--- src/shared/adc_pkg.sv ---
// constants, field layout and types of the converter sequencer
package adc_pkg;
  localparam int AXI_ADDR_W = 8;
  localparam int AXI_DATA_W = 32;
  localparam int RES_W = 10;
  localparam int RES_PAD_W = 6;
  localparam int CHAN_W = 3;
  localparam int CHAN_N = 8;
  localparam int STAT_W = 2;

  // byte offsets of the register words
  localparam logic [7:0] OFS_MODE = 8'h00;
  localparam logic [7:0] OFS_CHAN = 8'h04;
  localparam logic [7:0] OFS_RESULT = 8'h08;
  localparam logic [7:0] OFS_STATUS = 8'h0c;
  localparam logic [7:0] OFS_MASK = 8'h10;
  localparam logic [7:0] OFS_STATE = 8'h14;

  // mode register fields
  localparam int MODE_EN_BIT = 7;
  localparam int MODE_SRC_BIT = 6;
  localparam int MODE_TIME_LSB = 3;
  localparam int MODE_EDGE_LSB = 1;
  localparam int MODE_BOOST_BIT = 0;

  // interrupt status fields
  localparam int STAT_DONE_BIT = 0;
  localparam int STAT_MISS_BIT = 1;

  // state register fields
  localparam int STATE_BUSY_BIT = 0;
  localparam int STATE_SAMPLE_BIT = 1;
  localparam int STATE_CHAN_LSB = 2;
  localparam int STATE_TRIG_BIT = 5;

  // reset values
  localparam logic [7:0] MODE_RST = 8'h00;
  localparam logic [2:0] CHAN_RST = 3'h0;
  localparam logic [15:0] RESULT_RST = 16'h0000;
  localparam logic [1:0] STAT_RST = 2'h0;
  localparam logic [1:0] MASK_RST = 2'h0;

  // edge codes
  localparam logic [1:0] EDGE_FALL = 2'h1;
  localparam logic [1:0] EDGE_RISE = 2'h2;

  // conversion = 2 sampling steps + 10 bit steps, each step_len clocks
  localparam logic [3:0] SAMPLE_STEPS = 4'h2;
  localparam logic [3:0] STEP_144 = 4'hc;
  localparam logic [3:0] STEP_120 = 4'ha;
  localparam logic [3:0] STEP_96 = 4'h8;
  localparam logic [3:0] STEP_72 = 4'h6;
  localparam logic [3:0] STEP_60 = 4'h5;
  localparam logic [3:0] STEP_48 = 4'h4;

  localparam logic [1:0] RESP_OKAY = 2'h0;
  localparam logic [1:0] RESP_SLVERR = 2'h2;

  typedef enum logic [1:0]
  {
    CORE_IDLE = 2'b00,
    CORE_SAMPLE = 2'b01,
    CORE_CONVERT = 2'b10
  } core_state_type;

  typedef enum logic [2:0]
  {
    SEL_MODE = 3'b000,
    SEL_CHAN = 3'b001,
    SEL_RESULT = 3'b010,
    SEL_STATUS = 3'b011,
    SEL_MASK = 3'b100,
    SEL_STATE = 3'b101,
    SEL_NONE = 3'b111
  } reg_sel_type;
endpackage

--- src/shared/sar_link_if.sv ---
// link between register control and the approximation core
interface sar_link_if;
  logic start;
  logic enable;
  logic taken;
  logic [3:0] step_len;
  logic busy;
  logic sampling;
  logic done;
  logic [adc_pkg::RES_W-1:0] result;
  logic [adc_pkg::RES_W-1:0] trial;
  logic comp_hi;

  modport ctl
  (
    output start,
    output enable,
    output step_len,
    output comp_hi,
    input taken,
    input busy,
    input sampling,
    input done,
    input result,
    input trial
  );

  modport core
  (
    input start,
    input enable,
    input step_len,
    input comp_hi,
    output taken,
    output busy,
    output sampling,
    output done,
    output result,
    output trial
  );
endinterface

--- src/verilog/sar_core.sv ---
// sample phase and bit-by-bit approximation with result register
module sar_core
(
  input wire logic aclk,
  input wire logic aresetn,
  sar_link_if.core link
);
  typedef struct packed
  {
    adc_pkg::core_state_type state;
    logic [4:0] cnt;
    logic [3:0] step;
    logic [3:0] bit_idx;
    logic [adc_pkg::RES_W-1:0] approx;
    logic [adc_pkg::RES_W-1:0] result;
    logic done;
  } core_type;

  core_type q;
  core_type d;
  logic last;
  logic [adc_pkg::RES_W-1:0] cur;
  logic [adc_pkg::RES_W-1:0] decided;

  always_comb
  begin
    d = q;
    d.done = 1'b0;
    cur = adc_pkg::RES_W'(1) << q.bit_idx;
    decided = link.comp_hi ? q.approx : (q.approx & ~cur);
    last = (q.state == adc_pkg::CORE_CONVERT) && (q.cnt == 5'h00) && (q.bit_idx == 4'h0);
    link.taken = link.start && link.enable && ((q.state == adc_pkg::CORE_IDLE) || last);
    case (q.state)
      adc_pkg::CORE_IDLE:
      begin
        d.cnt = 5'h00;
      end
      adc_pkg::CORE_SAMPLE:
      begin
        if (q.cnt == 5'h00)
        begin
          d.state = adc_pkg::CORE_CONVERT;
          d.cnt = 5'(q.step - 4'h1);
          d.bit_idx = 4'(adc_pkg::RES_W - 1);
          d.approx = adc_pkg::RES_W'(1) << (adc_pkg::RES_W - 1); // msb tried first
        end
        else
        begin
          d.cnt = q.cnt - 5'h01;
        end
      end
      adc_pkg::CORE_CONVERT:
      begin
        if (q.cnt == 5'h00)
        begin
          if (q.bit_idx == 4'h0)
          begin
            d.result = decided; // copied after the lsb is decided
            d.done = 1'b1;
            d.state = adc_pkg::CORE_IDLE;
            d.approx = '0;
          end
          else
          begin
            d.approx = decided | (cur >> 1); // next lower bit on trial
            d.bit_idx = q.bit_idx - 4'h1;
            d.cnt = 5'(q.step - 4'h1);
          end
        end
        else
        begin
          d.cnt = q.cnt - 5'h01;
        end
      end
      default:
      begin
        d.state = adc_pkg::CORE_IDLE;
      end
    endcase
    if (link.taken)
    begin
      d.state = adc_pkg::CORE_SAMPLE;
      d.step = link.step_len; // latched so a conversion has fixed length
      d.cnt = 5'((link.step_len * adc_pkg::SAMPLE_STEPS) - 8'h01);
      d.approx = '0;
    end
    if (!link.enable)
    begin
      d.state = adc_pkg::CORE_IDLE; // stop drops the conversion in flight
      d.approx = '0;
      d.done = 1'b0;
    end
    link.busy = q.state != adc_pkg::CORE_IDLE;
    link.sampling = q.state == adc_pkg::CORE_SAMPLE; // hold once sampling ends
    link.done = q.done;
    link.result = q.result;
    link.trial = q.approx;
  end

  always_ff @(posedge aclk)
  begin
    if (!aresetn)
    begin
      q <= '0;
    end
    else
    begin
      q <= d;
    end
  end
endmodule

--- src/verilog/sar_adc_sequencer.sv ---
// register control, trigger and interrupt logic of the converter
//
// Added by the designer: the register offsets and the AXI4-Lite register port.
module sar_adc_sequencer
(
  input wire logic aclk,
  input wire logic aresetn,
  input wire logic awvalid,
  output logic awready,
  input wire logic [adc_pkg::AXI_ADDR_W-1:0] awaddr,
  input wire logic wvalid,
  output logic wready,
  input wire logic [adc_pkg::AXI_DATA_W-1:0] wdata,
  input wire logic [3:0] wstrb,
  output logic bvalid,
  input wire logic bready,
  output logic [1:0] bresp,
  input wire logic arvalid,
  output logic arready,
  input wire logic [adc_pkg::AXI_ADDR_W-1:0] araddr,
  output logic rvalid,
  input wire logic rready,
  output logic [adc_pkg::AXI_DATA_W-1:0] rdata,
  output logic [1:0] rresp,
  input wire logic ext_trigger_in,
  input wire logic comp_hi,
  output logic [adc_pkg::RES_W-1:0] dac_code,
  output logic track_en,
  output logic [adc_pkg::CHAN_N-1:0] analog_route,
  output logic [adc_pkg::CHAN_N-1:0] digital_in_en,
  output logic ref_boost_en,
  output logic irq
);
  typedef struct packed
  {
    logic [7:0] mode;
    logic [adc_pkg::CHAN_W-1:0] chan;
    logic [adc_pkg::CHAN_W-1:0] active_chan;
    logic [adc_pkg::CHAN_N-1:0] route;
    logic [adc_pkg::STAT_W-1:0] status;
    logic [adc_pkg::STAT_W-1:0] mask;
    logic [2:0] trig_sync;
    logic trig_level;
    logic aw_have;
    logic [adc_pkg::AXI_ADDR_W-1:0] aw_addr;
    logic w_have;
    logic [7:0] w_data;
    logic w_lane0;
    logic bvalid;
    logic [1:0] bresp;
    logic rvalid;
    logic [adc_pkg::AXI_DATA_W-1:0] rdata;
    logic [1:0] rresp;
  } ctl_type;

  ctl_type q;
  ctl_type d;
  sar_link_if link ();

  // address decode, shared by the read and write paths
  function automatic adc_pkg::reg_sel_type reg_sel(input logic [adc_pkg::AXI_ADDR_W-1:0] addr);
    logic [7:0] word;
    word = {addr[7:2], 2'b00};
    case (word)
      adc_pkg::OFS_MODE: reg_sel = adc_pkg::SEL_MODE;
      adc_pkg::OFS_CHAN: reg_sel = adc_pkg::SEL_CHAN;
      adc_pkg::OFS_RESULT: reg_sel = adc_pkg::SEL_RESULT;
      adc_pkg::OFS_STATUS: reg_sel = adc_pkg::SEL_STATUS;
      adc_pkg::OFS_MASK: reg_sel = adc_pkg::SEL_MASK;
      adc_pkg::OFS_STATE: reg_sel = adc_pkg::SEL_STATE;
      default: reg_sel = adc_pkg::SEL_NONE;
    endcase
  endfunction

  // conversion time code to clocks per step; twelve steps per conversion
  function automatic logic [3:0] step_of(input logic [2:0] code);
    case (code)
      3'h0: step_of = adc_pkg::STEP_144;
      3'h1: step_of = adc_pkg::STEP_120;
      3'h2: step_of = adc_pkg::STEP_96;
      3'h4: step_of = adc_pkg::STEP_72;
      3'h5: step_of = adc_pkg::STEP_60;
      3'h6: step_of = adc_pkg::STEP_48;
      // prohibited codes fall back to the slowest, safest timing
      default: step_of = adc_pkg::STEP_144;
    endcase
  endfunction

  sar_core sar_core_i
  (
    .aclk(aclk),
    .aresetn(aresetn),
    .link(link)
  );

  logic enabled;
  logic hw_start;
  logic [1:0] edge_sel;
  logic change;
  logic rise;
  logic fall;
  logic hit;
  logic miss;
  logic wr_fire;
  logic ar_fire;
  adc_pkg::reg_sel_type wsel;
  adc_pkg::reg_sel_type rsel;
  logic [adc_pkg::STAT_W-1:0] clr;
  logic [adc_pkg::STAT_W-1:0] events;

  always_comb
  begin
    d = q;
    enabled = q.mode[adc_pkg::MODE_EN_BIT]; // enable bit starts and stops
    hw_start = q.mode[adc_pkg::MODE_SRC_BIT]; // 1 picks trigger start
    edge_sel = q.mode[adc_pkg::MODE_EDGE_LSB +: 2];

    // trigger pin: three stages, change counted once stages two and three agree
    d.trig_sync = {q.trig_sync[1:0], ext_trigger_in};
    change = (q.trig_sync[1] == q.trig_sync[2]) && (q.trig_sync[2] != q.trig_level);
    if (change)
    begin
      d.trig_level = q.trig_sync[2];
    end
    rise = change && q.trig_sync[2];
    fall = change && !q.trig_sync[2];
    hit = (edge_sel[1] && rise) || (edge_sel[0] && fall); // edge code decode

    // software mode asks continuously, so the core restarts on its last step
    link.enable = enabled; // disabled: no start, conversion dropped
    link.start = enabled && (hw_start ? hit : 1'b1);
    // hardware mode asks only on an edge, so it stops after one result
    link.step_len = step_of(q.mode[adc_pkg::MODE_TIME_LSB +: 3]);
    // comparator answer is on this clock already, so no synchroniser
    link.comp_hi = comp_hi;
    // an edge refused while busy is flagged in status, not queued
    miss = enabled && hw_start && hit && !link.taken;

    // channel of the conversion kept for the state register
    if (link.taken)
    begin
      d.active_chan = q.chan; // one channel per conversion
    end
    d.route = adc_pkg::CHAN_N'(1) << q.chan; // only the selected pin routed

    // write address and data are taken independently, in either order
    if (awvalid && !q.aw_have)
    begin
      d.aw_have = 1'b1;
      d.aw_addr = awaddr;
    end
    if (wvalid && !q.w_have)
    begin
      d.w_have = 1'b1;
      d.w_data = wdata[7:0];
      d.w_lane0 = wstrb[0];
    end
    // no queue: one write answer outstanding at most
    wr_fire = q.aw_have && q.w_have && !q.bvalid;
    wsel = reg_sel(q.aw_addr);
    clr = '0;
    if (wr_fire)
    begin
      d.aw_have = 1'b0;
      d.w_have = 1'b0;
      d.bvalid = 1'b1;
      d.bresp = (wsel == adc_pkg::SEL_NONE) ? adc_pkg::RESP_SLVERR : adc_pkg::RESP_OKAY;
      // only lane 0 carries register bits; other lanes are ignored
      if (q.w_lane0)
      begin
        case (wsel)
          adc_pkg::SEL_MODE:
          begin
            d.mode = q.w_data;
          end
          adc_pkg::SEL_CHAN:
          begin
            d.chan = q.w_data[adc_pkg::CHAN_W-1:0]; // upper bits not stored
          end
          adc_pkg::SEL_STATUS:
          begin
            clr = q.w_data[adc_pkg::STAT_W-1:0];
          end
          adc_pkg::SEL_MASK:
          begin
            d.mask = q.w_data[adc_pkg::STAT_W-1:0];
          end
          default:
          begin
            clr = '0;
          end
        endcase
      end
    end
    // response stands until the master takes it
    if (q.bvalid && bready)
    begin
      d.bvalid = 1'b0;
    end

    // sticky events; a set in the clearing cycle wins
    events = '0;
    events[adc_pkg::STAT_DONE_BIT] = link.done; // every completion, both modes
    events[adc_pkg::STAT_MISS_BIT] = miss;
    d.status = (q.status & ~clr) | events;

    // read data registered; arready drops while an answer waits
    ar_fire = arvalid && !q.rvalid;
    rsel = reg_sel(araddr);
    if (ar_fire)
    begin
      d.rvalid = 1'b1;
      d.rresp = adc_pkg::RESP_OKAY;
      d.rdata = '0;
      case (rsel)
        adc_pkg::SEL_MODE:
        begin
          d.rdata[7:0] = q.mode;
        end
        adc_pkg::SEL_CHAN:
        begin
          d.rdata[adc_pkg::CHAN_W-1:0] = q.chan;
        end
        adc_pkg::SEL_RESULT:
        begin
          // value in the upper ten bits, low six fixed at zero
          d.rdata[15:0] = {link.result, adc_pkg::RES_PAD_W'(0)};
        end
        adc_pkg::SEL_STATUS:
        begin
          d.rdata[adc_pkg::STAT_W-1:0] = q.status;
        end
        adc_pkg::SEL_MASK:
        begin
          d.rdata[adc_pkg::STAT_W-1:0] = q.mask;
        end
        adc_pkg::SEL_STATE:
        begin
          d.rdata[adc_pkg::STATE_BUSY_BIT] = link.busy;
          d.rdata[adc_pkg::STATE_SAMPLE_BIT] = link.sampling;
          d.rdata[adc_pkg::STATE_CHAN_LSB +: adc_pkg::CHAN_W] = q.active_chan;
          d.rdata[adc_pkg::STATE_TRIG_BIT] = q.trig_level;
        end
        default:
        begin
          d.rresp = adc_pkg::RESP_SLVERR;
        end
      endcase
    end
    else if (q.rvalid && rready)
    begin
      d.rvalid = 1'b0;
    end
  end

  always_ff @(posedge aclk)
  begin
    if (!aresetn)
    begin
      // pin 0 is selected out of reset, so its route is up at once
      q <= '{route: adc_pkg::CHAN_N'(1), default: '0};
    end
    else
    begin
      q <= d;
    end
  end

  // readies come straight from the holding flags
  assign awready = !q.aw_have;
  assign wready = !q.w_have;
  assign bvalid = q.bvalid;
  assign bresp = q.bresp;
  assign arready = !q.rvalid;
  assign rvalid = q.rvalid;
  assign rdata = q.rdata;
  assign rresp = q.rresp;
  assign dac_code = link.trial; // msb-first trial code to the resistor string
  assign track_en = link.sampling; // low means hold
  assign analog_route = q.route;
  assign digital_in_en = ~q.route;
  assign ref_boost_en = q.mode[adc_pkg::MODE_BOOST_BIT];
  // interrupt is a level while any unmasked sticky bit is set
  assign irq = |(q.status & q.mask);
endmodule

--- config.mk ---
export PLATFORM = sky130hd
export DESIGN_NAME = sar_adc_sequencer
export DESIGN_NICKNAME = d
export VERILOG_FILES = /design/src/shared/adc_pkg.sv /design/src/shared/sar_link_if.sv /design/src/verilog/sar_core.sv /design/src/verilog/sar_adc_sequencer.sv
export SDC_FILE = /design/constraint.sdc
export NUM_CORES = 1
export LEC_CHECK = 0
export ABC_AREA = 1
export BUFFER_PORTS_ARGS = -buffer_cell sky130_fd_sc_hd__buf_2
export CORE_ASPECT_RATIO = 0.5
export CORE_MARGIN = 2
export CORE_UTILIZATION = 25
export DETAILED_ROUTE_END_ITERATION = 8
export PLACE_DENSITY = 0.53
export SYNTH_ARGS = -nofsm -noshare
export SYNTH_HDL_FRONTEND = slang
export SYNTH_SLANG_ARGS = --single-unit
--- constraint.sdc ---
create_clock -name aclk -period 4.6 [get_ports aclk]
set_input_delay 0.23 -clock aclk [delete_from_list [all_inputs] [get_ports aclk]]
set_output_delay 0.23 -clock aclk [all_outputs]
set_load 0.02 [all_outputs]
**After elaboration in Yosys (flattened, before gate mapping)**

Cells that the tools add are included.

- Bits in registers: 107
- Input bits: 61
- Word-level logic and storage cells: 167

- Bitwise gates (word level): 11
- Multiplexer cells: 32
- $add $sub $neg: 4
- Shift operators: 2
- Reduce and logical (&&, ||, !) cells: 55
- Eq/ne operators: 37

Operators with widths:

| operator | count |
|---|---|
| $pmux W3 S6 | 2 |
| $mux W10 | 3 |
| $pmux W14 S2 | 1 |
| $mux W25 | 1 |
| $eq A6 B2 Y1 const B | 4 |
| $eq A6 B3 Y1 const B | 4 |
| $eq A3 B3 Y1 const B | 7 |
| $logic_and A1 B1 Y1 | 20 |
| $pmux W4 S5 | 1 |
| $mux W2 | 8 |
| $reduce_and A4 Y1 | 4 |
| $mux W5 | 3 |
| $pmux W5 S3 | 1 |
| $reduce_and A3 Y1 | 5 |
| $mux W14 | 1 |
| $eq A3 B2 Y1 const B | 4 |
| $eq A6 B1 Y1 const B | 2 |
| $logic_not A6 Y1 | 2 |
| $mux W11 | 1 |
| $and A10 B10 Y10 | 1 |
| $not A10 Y10 | 1 |
| $or A10 B9 Y10 | 1 |
| $pmux W2 S5 | 1 |
| $shl A1 B4 Y10 const A | 1 |
| other kinds (38) | 62 |

**Depth between registers and ports, before layout**

Gate-level depths: netlist of run 1.

- Word-level depth: 12
- Mapped depth: 11
- Mapped depth without buffers: 10

**By module**

From an unflattened synthesis of run 1, not the netlist that was laid out.

- Cells, all modules: 707
- Area total of the unflattened synthesis: 5205.0 µm²

By module, submodules not included:

| module | cells an instance | instances | area an instance (µm²) |
|---|---|---|---|
| sar_adc_sequencer | 411 | 1 | 3090.5 |
| sar_core | 296 | 1 | 2114.5 |

**Worst setup path after synthesis of run 1**

Ideal clock, no wire load.

- Path type: register to register
- From: register sar_core_i.q[30] in the netlist's numbering
- To: register sar_core_i.q[31] in the netlist's numbering
- Slack: 2.980 ns
- Clock period less this slack: 1.620 ns
- Data required time: 4.483 ns
- Data arrival time: 1.503 ns
- Cell stages (with the launch flop): 11
- Setup time: 0.117 ns
- Cells stage by stage: dfxtp_1 nor2_1 nand3_2 buf_6 nor2_1 nor2_1 ha_1 xnor2_1 nor2_1 nor2_1 nor2_1

- Word-level cells in the longest chain between the ends: 7

Ends and longest elaborated chain:

| what | RTL line | RTL |
|---|---|---|
| start, declared | sar_core.sv:19 | `core_type q;` |
| start signal, assigned | sar_core.sv:104 | `q <= '0;` |
| start signal, assigned | sar_core.sv:108 | `q <= d;` |
| parallel branches: the longest is 7 deep, another holds $sub A5 B1 Y5 | -- |  |

Parallel ways; which one is timed is not known.
A chain may end at the register's enable or synchronous reset.

**Final worst setup path of run 1**

- From: register sar_core_i.q[30] in the netlist's numbering
- To: register sar_core_i.q[28] in the netlist's numbering

- Word-level cells in the longest chain between the ends: 5

Ends and longest elaborated chain:

| what | RTL line | RTL |
|---|---|---|
| $logic_not A5 Y1 | sar_core.sv:31 | `last = (q.state == adc_pkg::CORE_CONVERT) && (q.cnt == 5'h00) && (q.bit_idx == 4'h0);` |
| $logic_and A1 B1 Y1 (2 in series) | sar_core.sv:31 |  |
| $logic_or A1 B1 Y1 | sar_core.sv:32 | `link.taken = link.start && link.enable && ((q.state == adc_pkg::CORE_IDLE) \|\| last);` |
| $logic_and A1 B1 Y1 | sar_core.sv:32 |  |

No other way between the ends.

==> reports/qor.yml, run 1 <==
synthesis:
  synth_xor_xnor_area_share_pct: 0.5123
  synthTopCellsByArea: "dfxtp_1 (40%), buf_4 (7.9%), nand2_1 (7.2%), o21ai_0 (6.1%), a21oi_1 (5.7%)"
  avgSynthCellArea_um2: 7.531
  yosysWarnings: 0
  synth_edf_count: 0
  synthesis.area_um2: 5129
  synth_fa_ha_area_share_pct: 2.928
  ys_async_sr_fraction_pct: 0
  synth-compound-area-share_pct: 17.22
  synth_top_family_by_area: "simple AND/OR/NAND/NOR gates"
  netlist_instances: 681
  yosys_register_bits: 103
  yosysTopAreaCellShare_pct: 40.20
  synthMuxAreaShare_pct: 0
  ys_seq_area_share_pct: 40.20
  synth_top_area_cell: "dfxtp_1"
  synth_ff_type: "dfxtp_1"
  ys_types: 44
  post_synth_and_or_nand_nor_area_fraction_pct: 23.59
status:
  outcome: "finished clean"
sta:
  clock_skew_ns: 0.01150
  setup_viol: 0
  slew_violations: 0
  rsz0062_at_grt: "no"
  fmax_mhz: 440.2
  layout_setup_ws_ns: 2.328
  finalCriticalPeriod_ns: 2.272
  finalHoldViolCount: 0
  worst_pin_slew_ns: 0.7863
  max_slew_margin_pct: 47.52
  period_share_pct: 49.39
  setup-tns-final_ns: 0
critical_path:
  reg2reg_from: "sar_core_i.q[30]$_SDFFE_PN0P_"
  crit_arrival_ns: 2.52
  crit_required_ns: 4.85
  start_kind: "register"
  r2r-end: "sar_core_i.q[28]$_SDFFE_PN0P_"
  ff2ff_setup_slack_ns: 2.33
  reg2reg_depth: 8
  critPathMaxFanout: 22
  crit_path_end_kind: "register"
  critPathKind: "register to register"
clock_tree:
  cts_resized: 0
  cts_root_buf: "clkbuf_16"
  cts_buffer_depth: 2
  worstSkewPairLatency_ns: 0.35
  clkTransAtPathRegs_ns: 0.08
  cts_max_level: 3
  clkSinkCount: 103
  cts_tree: "built"
  hold_buffers: 0
  post_cts_buffers: 0
  numCtsBuffers: 9
detailed_routing:
  wl_um: 12210
  vias_per_cell: 4.323
  antenna_left: 0
  drt_iter0_markers: 231
  drcViolationCount: 0
  post_drt_wl_per_cell_um: 12.33
  drtPass1Iterations: 4
  via_count: 4280
place:
  pre_cts_slack_ns: 2.362
  placedInstanceArea_um2: 5438
  dp_hpwl_um: 9124
  portBuffers: 81
  gp_congestion: 0.8237
global_route:
  grt_max_degree: 67
  grt_pass1_vias: 4059
  grt_pass1_wl_um: 19940
  grtUsageTotal_pct: 11.42
  antenna_found_initial: 1
  grt_overflow: 0
power:
  power.density_nw_per_um2: 328.3
  leakagePower_nw: 2.451
  p_total_w: 0.001887
  ir_worst_vdd_uv: 219.5
floorplan:
  core-area_um2: 19770
  ios: 131
  die_w_um: 206.6
  die_y_um: 105.3
  rows: 36
  start_util_pct: 25.94
  die-area_um2: 21750
hold_path:
  hold_depth: 2
  hp-class: "input pin to register"
  holdPathEnd: "bvalid$_SDFFE_PP0P_"
  hold_start: "bready"
flow_run:
  max_cap_violations: 0
finish:
  fin_util_pct: 29.07
  antenna_cells: 0
  drive_gt1_share_pct: 18.51
  final_area_um2: 5749
  finalNetCount: 792
  syn_to_final_growth_pct: 12.10
==> worst max-delay path by stage <==
stage                                   from                            end  slack, ns  cells past startpoint
2_1_floorplan  sar_core_i.q[30]$_SDFFE_PN0P_  sar_core_i.q[31]$_SDFFE_PN0P_       2.98                     10
3_3_place_gp   sar_core_i.q[30]$_SDFFE_PN0P_  sar_core_i.q[28]$_SDFFE_PN0P_       2.36                      8
3_5_place_dp   sar_core_i.q[30]$_SDFFE_PN0P_  sar_core_i.q[28]$_SDFFE_PN0P_       2.36                      8
4_1_cts        sar_core_i.q[30]$_SDFFE_PN0P_  sar_core_i.q[28]$_SDFFE_PN0P_       2.35                      8
5_1_grt        sar_core_i.q[30]$_SDFFE_PN0P_  sar_core_i.q[30]$_SDFFE_PN0P_       2.14                      9
6_report       sar_core_i.q[30]$_SDFFE_PN0P_  sar_core_i.q[28]$_SDFFE_PN0P_       2.33                      8
==> synth_stat cells, types with 2 or more instances <==
master / count
nand4_1: 11
o21ai_1: 3
nor2_2: 4
buf_4: 54
nor2_4: 4
nand3_1: 34
xor2_1: 2
a31oi_1: 4
or2_2: 2
dfxtp_1: 103
nor4_1: 2
o22ai_1: 2
o21ai_2: 4
nand2_1: 99
ha_1: 12
o211ai_1: 2
nor3_1: 18
clkbuf_1: 10
a21oi_1: 58
a211oi_1: 7
nor2_8: 2
o221ai_1: 3
nand3_4: 2
inv_2: 3
o31ai_1: 3
a21oi_2: 6
nor2_1: 71
nand2_2: 3
buf_2: 6
o21ai_0: 62
inv_1: 72
==> flip-flops by register name, indices dropped and copies added (netlist names), 2 cells and up <==
register,cells
sar_core_i.q,15
d,2
edge_sel,2
q,32
sar_core_i.link.trial,10
sar_core_i.link.result,10
rdata,16
analog_route,8
==> layer usage <==
layer  track usage, %  routed length, um  vias to the layer above
li1                 -                  -                     2246
met1            14.89               6006                     1939
met2            18.61               5476                       83
met3            2.845                576                       10
met4            3.367                133                        2
met5                0                 13                        -
==> where the power goes <==
| group | leakage, nW | switching (W) | internal [W] |
|---|---|---|---|
| Combinational | 1.46 | 0.000106 | 0.0000426 |
| Sequential | 0.837 | 0.0000166 | 0.000916 |
| Clock | 0.150 | 0.000371 | 0.000435 |
==> cells by family (layout without fill, tap and decap cells) <==
kind of cell    Yosys count  count (layout)
simple gates            257             257
flops                   103             103
other cells               1              18
compound gates          156             156
fa+ha+maj                12              12
buf+inv                 149             175
xor+xnor                  3               3
==> cell usage in the layout, fill, tap and decap left out, drive strengths merged <==
cell type / Yosys / layout
clkinv: 1 / 2
nor4: 2 / 2
dfxtp: 103 / 103
buf: 63 / 83
xnor2: 1 / 1
o221ai: 3 / 3
o21ai: 69 / 69
nand3: 37 / 37
xor2: 2 / 2
inv: 75 / 79
or2: 2 / 2
bufinv: 0 / 1
nor3: 20 / 20
a31oi: 4 / 4
conb: 1 / 18
nor2: 81 / 81
a211oi: 7 / 7
o21bai: 1 / 1
nand2: 103 / 103
clkbuf: 10 / 9
nand4: 11 / 11
ha: 12 / 12
a21oi: 64 / 64
and2: 1 / 1
o22ai: 2 / 2
clkinvlp: 0 / 1
o211ai: 2 / 2
o31ai: 3 / 3
o21a: 1 / 1
==> through the flow <==
step           hold slack, ns  instances
2_1_floorplan          0.3276        698
3_3_place_gp           0.4135        974
3_5_place_dp           0.4236        974
4_1_cts               0.04262        990
5_1_grt               0.04693        990
6_report              0.05078        990
==> critical path: stages (launching register included) <==
cell	delay, ns
dfxtp_1	0.34
nor2_1	0.24
nand3_2	0.36
nor2_4	0.49
nor2_4	0.09
nor2_8	0.29
nand2_1	0.12
a31oi_1	0.17
nor2_1	0.06
==> area by class of cell <==
type                            instances  area, um^2
Inverter                               76       285.3
Fill cell                            2166       14020
Clock inverter                          7       86.33
Clock buffer                            9       225.2
Multi-Input combinational cell        446        2337
Tap cell                              266       332.8
Timing Repair Buffer                   83       420.4
Sequential cell                       103        2062
Note: power is estimated with default switching activity, not from simulation.
==> run 2, diff against run 1 <==
--- a/config.mk
+++ b/config.mk
@@ -11,7 +11,7 @@
 export CORE_MARGIN = 2
 export CORE_UTILIZATION = 25
 export DETAILED_ROUTE_END_ITERATION = 8
-export PLACE_DENSITY = 0.53
+export PLACE_DENSITY = 0.54
 export SYNTH_ARGS = -nofsm -noshare
 export SYNTH_HDL_FRONTEND = slang
 export SYNTH_SLANG_ARGS = --single-unit
==> constraint.sdc (replaced) <==
create_clock -name aclk -period 2 [get_ports aclk]
set_input_delay 0.1 -clock aclk [delete_from_list [all_inputs] [get_ports aclk]]
set_output_delay 0.1 -clock aclk [all_outputs]
set_load 0.02 [all_outputs]
==> reports/qor.yml, run 2 (synthesis results as in run 1) <==
clock_tree:
  clkSinkCount: 103
  cts_root_buf: "clkbuf_16"
  worstSkewPairLatency_ns: 0.35
  cts_resized: 0
  cts_max_level: 3
  clkTransAtPathRegs_ns: 0.08
  cts_buffer_depth: 2
  numCtsBuffers: 9
  cts_tree: "built"
finish:
  syn_to_final_growth_pct: 15.71
  final_cell_mix: "dfxtp_1 (103), nand2_1 (99), buf_2 (81), inv_1 (72), nor2_1 (71)"
  final_area_um2: 5934
  finalNetCount: 812
  final_common_cell: "dfxtp_1"
  regMostFlops: "q"
  largest_reg_flops: 32
  antenna_cells: 0
  drive_gt1_share_pct: 19.49
global_route:
  grtUsageTotal_pct: 11.54
  grt_overflow: 0
  grt_max_degree: 43
  grt_pass1_wl_um: 20120
  antenna_found_initial: 0
  grt_pass1_vias: 3994
floorplan:
  die_y_um: 105.3
  ios: 131
  start_util_pct: 25.94
  die-area_um2: 21750
  die_w_um: 206.6
  rows: 36
  core-area_um2: 19770
place:
  dp_hpwl_um: 9293
  portBuffers: 81
  pre_cts_slack_ns: 0.1967
  gp_congestion: 0.8323
  placedInstanceArea_um2: 5533
critical_path:
  critPathMaxStageDelay_ns: 0.34
  reg2reg_depth: 9
  reg2reg_from: "sar_core_i.q[21]$_SDFFE_PN0P_"
  critPathKind: "register to register"
  cp_slowest_cell: "dfxtp_1"
  start_kind: "register"
  r2r-end: "sar_core_i.q[28]$_SDFFE_PN0P_"
  crit_path_end_kind: "register"
  crit_required_ns: 2.24
  ff2ff_setup_slack_ns: 0.19
  crit_arrival_ns: 2.05
  critPathMaxFanout: 8
  crit_start: "sar_core_i.q[21]$_SDFFE_PN0P_"
  critPathMostFrequentCell: "nor2_4"
  path_cells: "inv_1, ha_1, nand3_4, nor2_4, nor2_4, nor2_8, nand2_1, a31oi_1, nor2_1"
detailed_routing:
  via_count: 4297
  wl_um: 12220
  antenna_left: 0
  drcViolationCount: 0
  drtPass1Iterations: 6
  post_drt_wl_per_cell_um: 12.10
  vias_per_cell: 4.254
  drt_iter0_markers: 235
flow_run:
  max_cap_violations: 0
sta:
  clock_skew_ns: 0.009033
  setup_viol: 0
  layout_setup_ws_ns: 0.1897
  slew_violations: 0
  finalCriticalPeriod_ns: 1.810
  period_share_pct: 90.52
  rsz0062_at_grt: "no"
  setup-tns-final_ns: 0
  fmax_mhz: 552.4
  finalHoldViolCount: 0
power:
  pwr-share-comb_pct: 8.4
  sw_frac_of_total_pct: 25.22
  leakagePower_nw: 2.554
  internal_power_w: 0.003250
  p_sw_w: 0.001096
  power.density_nw_per_um2: 732.3
  ir_worst_vdd_uv: 402.3
  power_frac_seq_pct: 49.4
  p_clk_share_pct: 42.2
hold_path:
  hp-class: "input pin to register"
  hold_start: "wvalid"
  holdPathEnd: "q[47]$_SDFFE_PP0P_"
  hold_depth: 3
status:
  outcome: "finished clean"
## run 2: how the worst max path moves through the flow
stage	to	slack, ns	cells past startpoint
2_1_floorplan	sar_core_i.q[31]$_SDFFE_PN0P_	0.38	10
3_3_place_gp	sar_core_i.q[28]$_SDFFE_PN0P_	0.23	9
3_5_place_dp	sar_core_i.q[28]$_SDFFE_PN0P_	0.20	9
4_1_cts	sar_core_i.q[28]$_SDFFE_PN0P_	0.17	9
5_1_grt	sar_core_i.q[22]$_SDFFE_PN0P_	0.002	8
6_report	sar_core_i.q[28]$_SDFFE_PN0P_	0.19	9
## run 2: power by group through the flow
stage                     registers, W  clock network [W]  logic (W)
after floorplan                0.00218                  0   0.000297
after CTS                      0.00215            0.00190   0.000368
after global placement         0.00219                  0   0.000350
final                          0.00215            0.00184   0.000365
after global routing           0.00215            0.00199   0.000410
after detailed placement       0.00219                  0   0.000354
## run 2: final cells by class
type                       instances  area (um^2)
fill                            2131        13840
inverter                          76        285.3
sequential                       103         2062
multi-input combinational        446         2337
timing repair buffer             103        605.6
tap                              266        332.8
clock inverter                     6        72.57
clock buffer                      10        239.0
## run 2: through the flow
stage | total power, W | std cells | utilization, % | hold slack, ns
2_1_floorplan | 0.002481 | 698 | - | 0.1976
3_5_place_dp | 0.002547 | 985 | 27.98 | 0.2850
4_1_cts | 0.004412 | 1010 | 30.01 | 0.0005996
6_report | 0.004346 | 1010 | 30.01 | 0.01027
5_1_grt | 0.004552 | 1010 | 30.01 | 0.01203
3_3_place_gp | 0.002543 | 985 | 27.98 | 0.2837
## run 2: layer usage
layer / GRT usage [%] / part of all wire (%) / vias to the layer above
met5: 0 / 0 / -
met1: 16.17 / 52 / 1942
met2: 18.08 / 44 / 57
met3: 2.257 / 3.0 / 8
li1: - / - / 2290
met4: 2.908 / 1.0 / 0
## run 2: worst max-delay path, delay by kind of cell, from the launching register on
| family | cells | cell delay (ns) |
|---|---|---|
| flip-flops | 1 | 0.34 |
| buffers and inverters | 1 | 0.14 |
| AO/OA/AOI/OAI | 1 | 0.16 |
| AND/OR/NAND/NOR | 6 | 0.75 |
| adder cells (fa/ha/maj) | 1 | 0.30 |
## run 2: what timing repair did
item,CTS,global route
hold buffers,9,0
setup buffers,0,0
endpoints found under the hold margin,9,0
==> run 3, diff against run 2 <==
--- a/config.mk
+++ b/config.mk
@@ -7,11 +7,13 @@
 export LEC_CHECK = 0
 export ABC_AREA = 1
 export BUFFER_PORTS_ARGS = -buffer_cell sky130_fd_sc_hd__buf_2
+export CELL_PAD_IN_SITES_DETAIL_PLACEMENT = 0
+export CELL_PAD_IN_SITES_GLOBAL_PLACEMENT = 1
 export CORE_ASPECT_RATIO = 0.5
 export CORE_MARGIN = 2
 export CORE_UTILIZATION = 25
 export DETAILED_ROUTE_END_ITERATION = 8
-export PLACE_DENSITY = 0.54
+export PLACE_DENSITY = 0.68
 export SYNTH_ARGS = -nofsm -noshare
 export SYNTH_HDL_FRONTEND = slang
 export SYNTH_SLANG_ARGS = --single-unit
==> reports/qor.yml, run 3 (synthesis results as in run 1) <==
status:
  outcome: "finished clean"
sta:
  finalHoldViolCount: 0
  max_slew_margin_pct: 66.16
  slew_violations: 0
  rsz0062_at_grt: "no"
  fmax_mhz: 553.7
  setup-tns-final_ns: 0
  period_share_pct: 90.30
  worst_pin_slew_ns: 0.5076
  holdWs_ns: 0.004294
  setup_viol: 0
  finalCriticalPeriod_ns: 1.806
  clock_skew_ns: 0.01114
critical_path:
  ff2ff_setup_slack_ns: 0.19
  critPathKind: "register to register"
  start_kind: "register"
  critPathMaxFanout: 8
  reg2reg_depth: 9
  crit_start: "sar_core_i.q[21]$_SDFFE_PN0P_"
  crit_required_ns: 2.24
  r2r-end: "sar_core_i.q[28]$_SDFFE_PN0P_"
  crit_path_end_kind: "register"
  reg2reg_from: "sar_core_i.q[21]$_SDFFE_PN0P_"
  crit_arrival_ns: 2.04
detailed_routing:
  drtPass1Iterations: 4
  drcViolationCount: 0
  wl_um: 12580
  vias_per_cell: 4.284
  drt_iter0_markers: 194
  antenna_left: 0
  via_count: 4331
  post_drt_wl_per_cell_um: 12.45
finish:
  stdcell_count: 1011
  regMostFlops: "q"
  fin_util_pct: 29.99
  final_cell_mix: "dfxtp_1 (103), nand2_1 (99), buf_2 (81), inv_1 (72), nor2_1 (71)"
  syn_to_final_growth_pct: 15.64
  largest_reg_flops: 32
  finalNetCount: 814
  drive_gt1_share_pct: 19.33
  antenna_cells: 0
  final_common_cell: "dfxtp_1"
floorplan:
  ios: 131
  die-area_um2: 21750
  rows: 36
  die_y_um: 105.3
  start_util_pct: 25.94
  core-area_um2: 19770
  die_w_um: 206.6
clock_tree:
  cts_max_level: 3
  worstSkewPairLatency_ns: 0.35
  numCtsBuffers: 9
  cts_buffer_depth: 2
  clkSinkCount: 103
  cts_tree: "built"
  cts_root_buf: "clkbuf_16"
  post_cts_buffers: 0
  clkTransAtPathRegs_ns: 0.08
global_route:
  grt_pass1_vias: 4131
  grt_pass1_wl_um: 20780
  grt_max_degree: 53
  grt_overflow: 0
  antenna_found_initial: 0
  grtUsageTotal_pct: 11.99
power:
  p_sw_w: 0.001101
  ir_worst_vdd_uv: 331.4
  sw_frac_of_total_pct: 26.11
  pwr-share-comb_pct: 8.8
  p_clk_share_pct: 40.4
  power_frac_seq_pct: 50.9
  power.density_nw_per_um2: 710.9
  internal_power_w: 0.003115
  leakagePower_nw: 2.545
place:
  place_inst: 985
  gp_congestion: 0.8059
  dp_hpwl_um: 9589
  portBuffers: 81
hold_path:
  hp-class: "input pin to register"
  hold_start: "wdata[7]"
  hold_depth: 3
  holdPathEnd: "q[46]$_SDFFE_PN0P_"
flow_run:
  max_cap_violations: 0
-- run 3: metal layers --
layer	share of wire (%)	vias up	routed length [um]	track usage [%]
li1	-	2291	-	-
met1	51	1964	6426	16.14
met2	45	68	5624	19.21
met3	3.4	8	427	2.845
met4	0.83	0	105	3.061
met5	0	-	0	0
-- run 3: area by class of cell --
class,instances,area [um^2]
fillers,2180,13840
inverters,76,285.3
repair buffers,105,625.6
multi-input cells,446,2345
flip-flops and latches,103,2062
clock inverters,5,41.29
well taps,266,332.8
clock buffers,10,239.0
-- run 3: through the flow --
step	instance area (um^2)	power [W]	worst slack, ns
6_report	5931	0.004216	0.1940
2_1_floorplan	5192	0.002481	0.3801
4_1_cts	5923	0.004267	0.1742
5_1_grt	5931	0.004403	0.04766
3_5_place_dp	5533	0.002548	0.2040
3_3_place_gp	5533	0.002545	0.2324
-- run 3: worst max-delay path: stages, from the launching register on --
cell     delay, ns
dfxtp_1       0.35
inv_1         0.14
ha_1          0.30
nand3_4       0.14
nor2_4        0.19
nor2_4        0.07
nor2_8        0.21
nand2_1       0.10
a31oi_1       0.15
nor2_1        0.06
-- run 3: worst max-delay path by stage --
stage	slack [ns]	endpoint
floorplan	0.38	sar_core_i.q[31]$_SDFFE_PN0P_
finish	0.19	sar_core_i.q[28]$_SDFFE_PN0P_
global placement	0.23	sar_core_i.q[28]$_SDFFE_PN0P_
CTS	0.17	sar_core_i.q[31]$_SDFFE_PN0P_
detailed placement	0.20	sar_core_i.q[31]$_SDFFE_PN0P_
global route	0.05	sar_core_i.q[22]$_SDFFE_PN0P_
-- run 3: power by group through the flow --
stage / combinational (W) / sequential, W / clock, W
after floorplan: 0.000297 / 0.00218 / 0
after global placement: 0.000352 / 0.00219 / 0
after detailed placement: 0.000355 / 0.00219 / 0
after CTS: 0.000373 / 0.00215 / 0.00175
after global routing: 0.000417 / 0.00215 / 0.00183
final: 0.000370 / 0.00214 / 0.00170
-- run 3: what timing repair did --
item / in CTS / in global routing
hold buffers: 11 / 0
setup endpoints to repair: 0 / 1
endpoints found under the hold margin: 11 / 0
gates resized for setup: 0 / 1
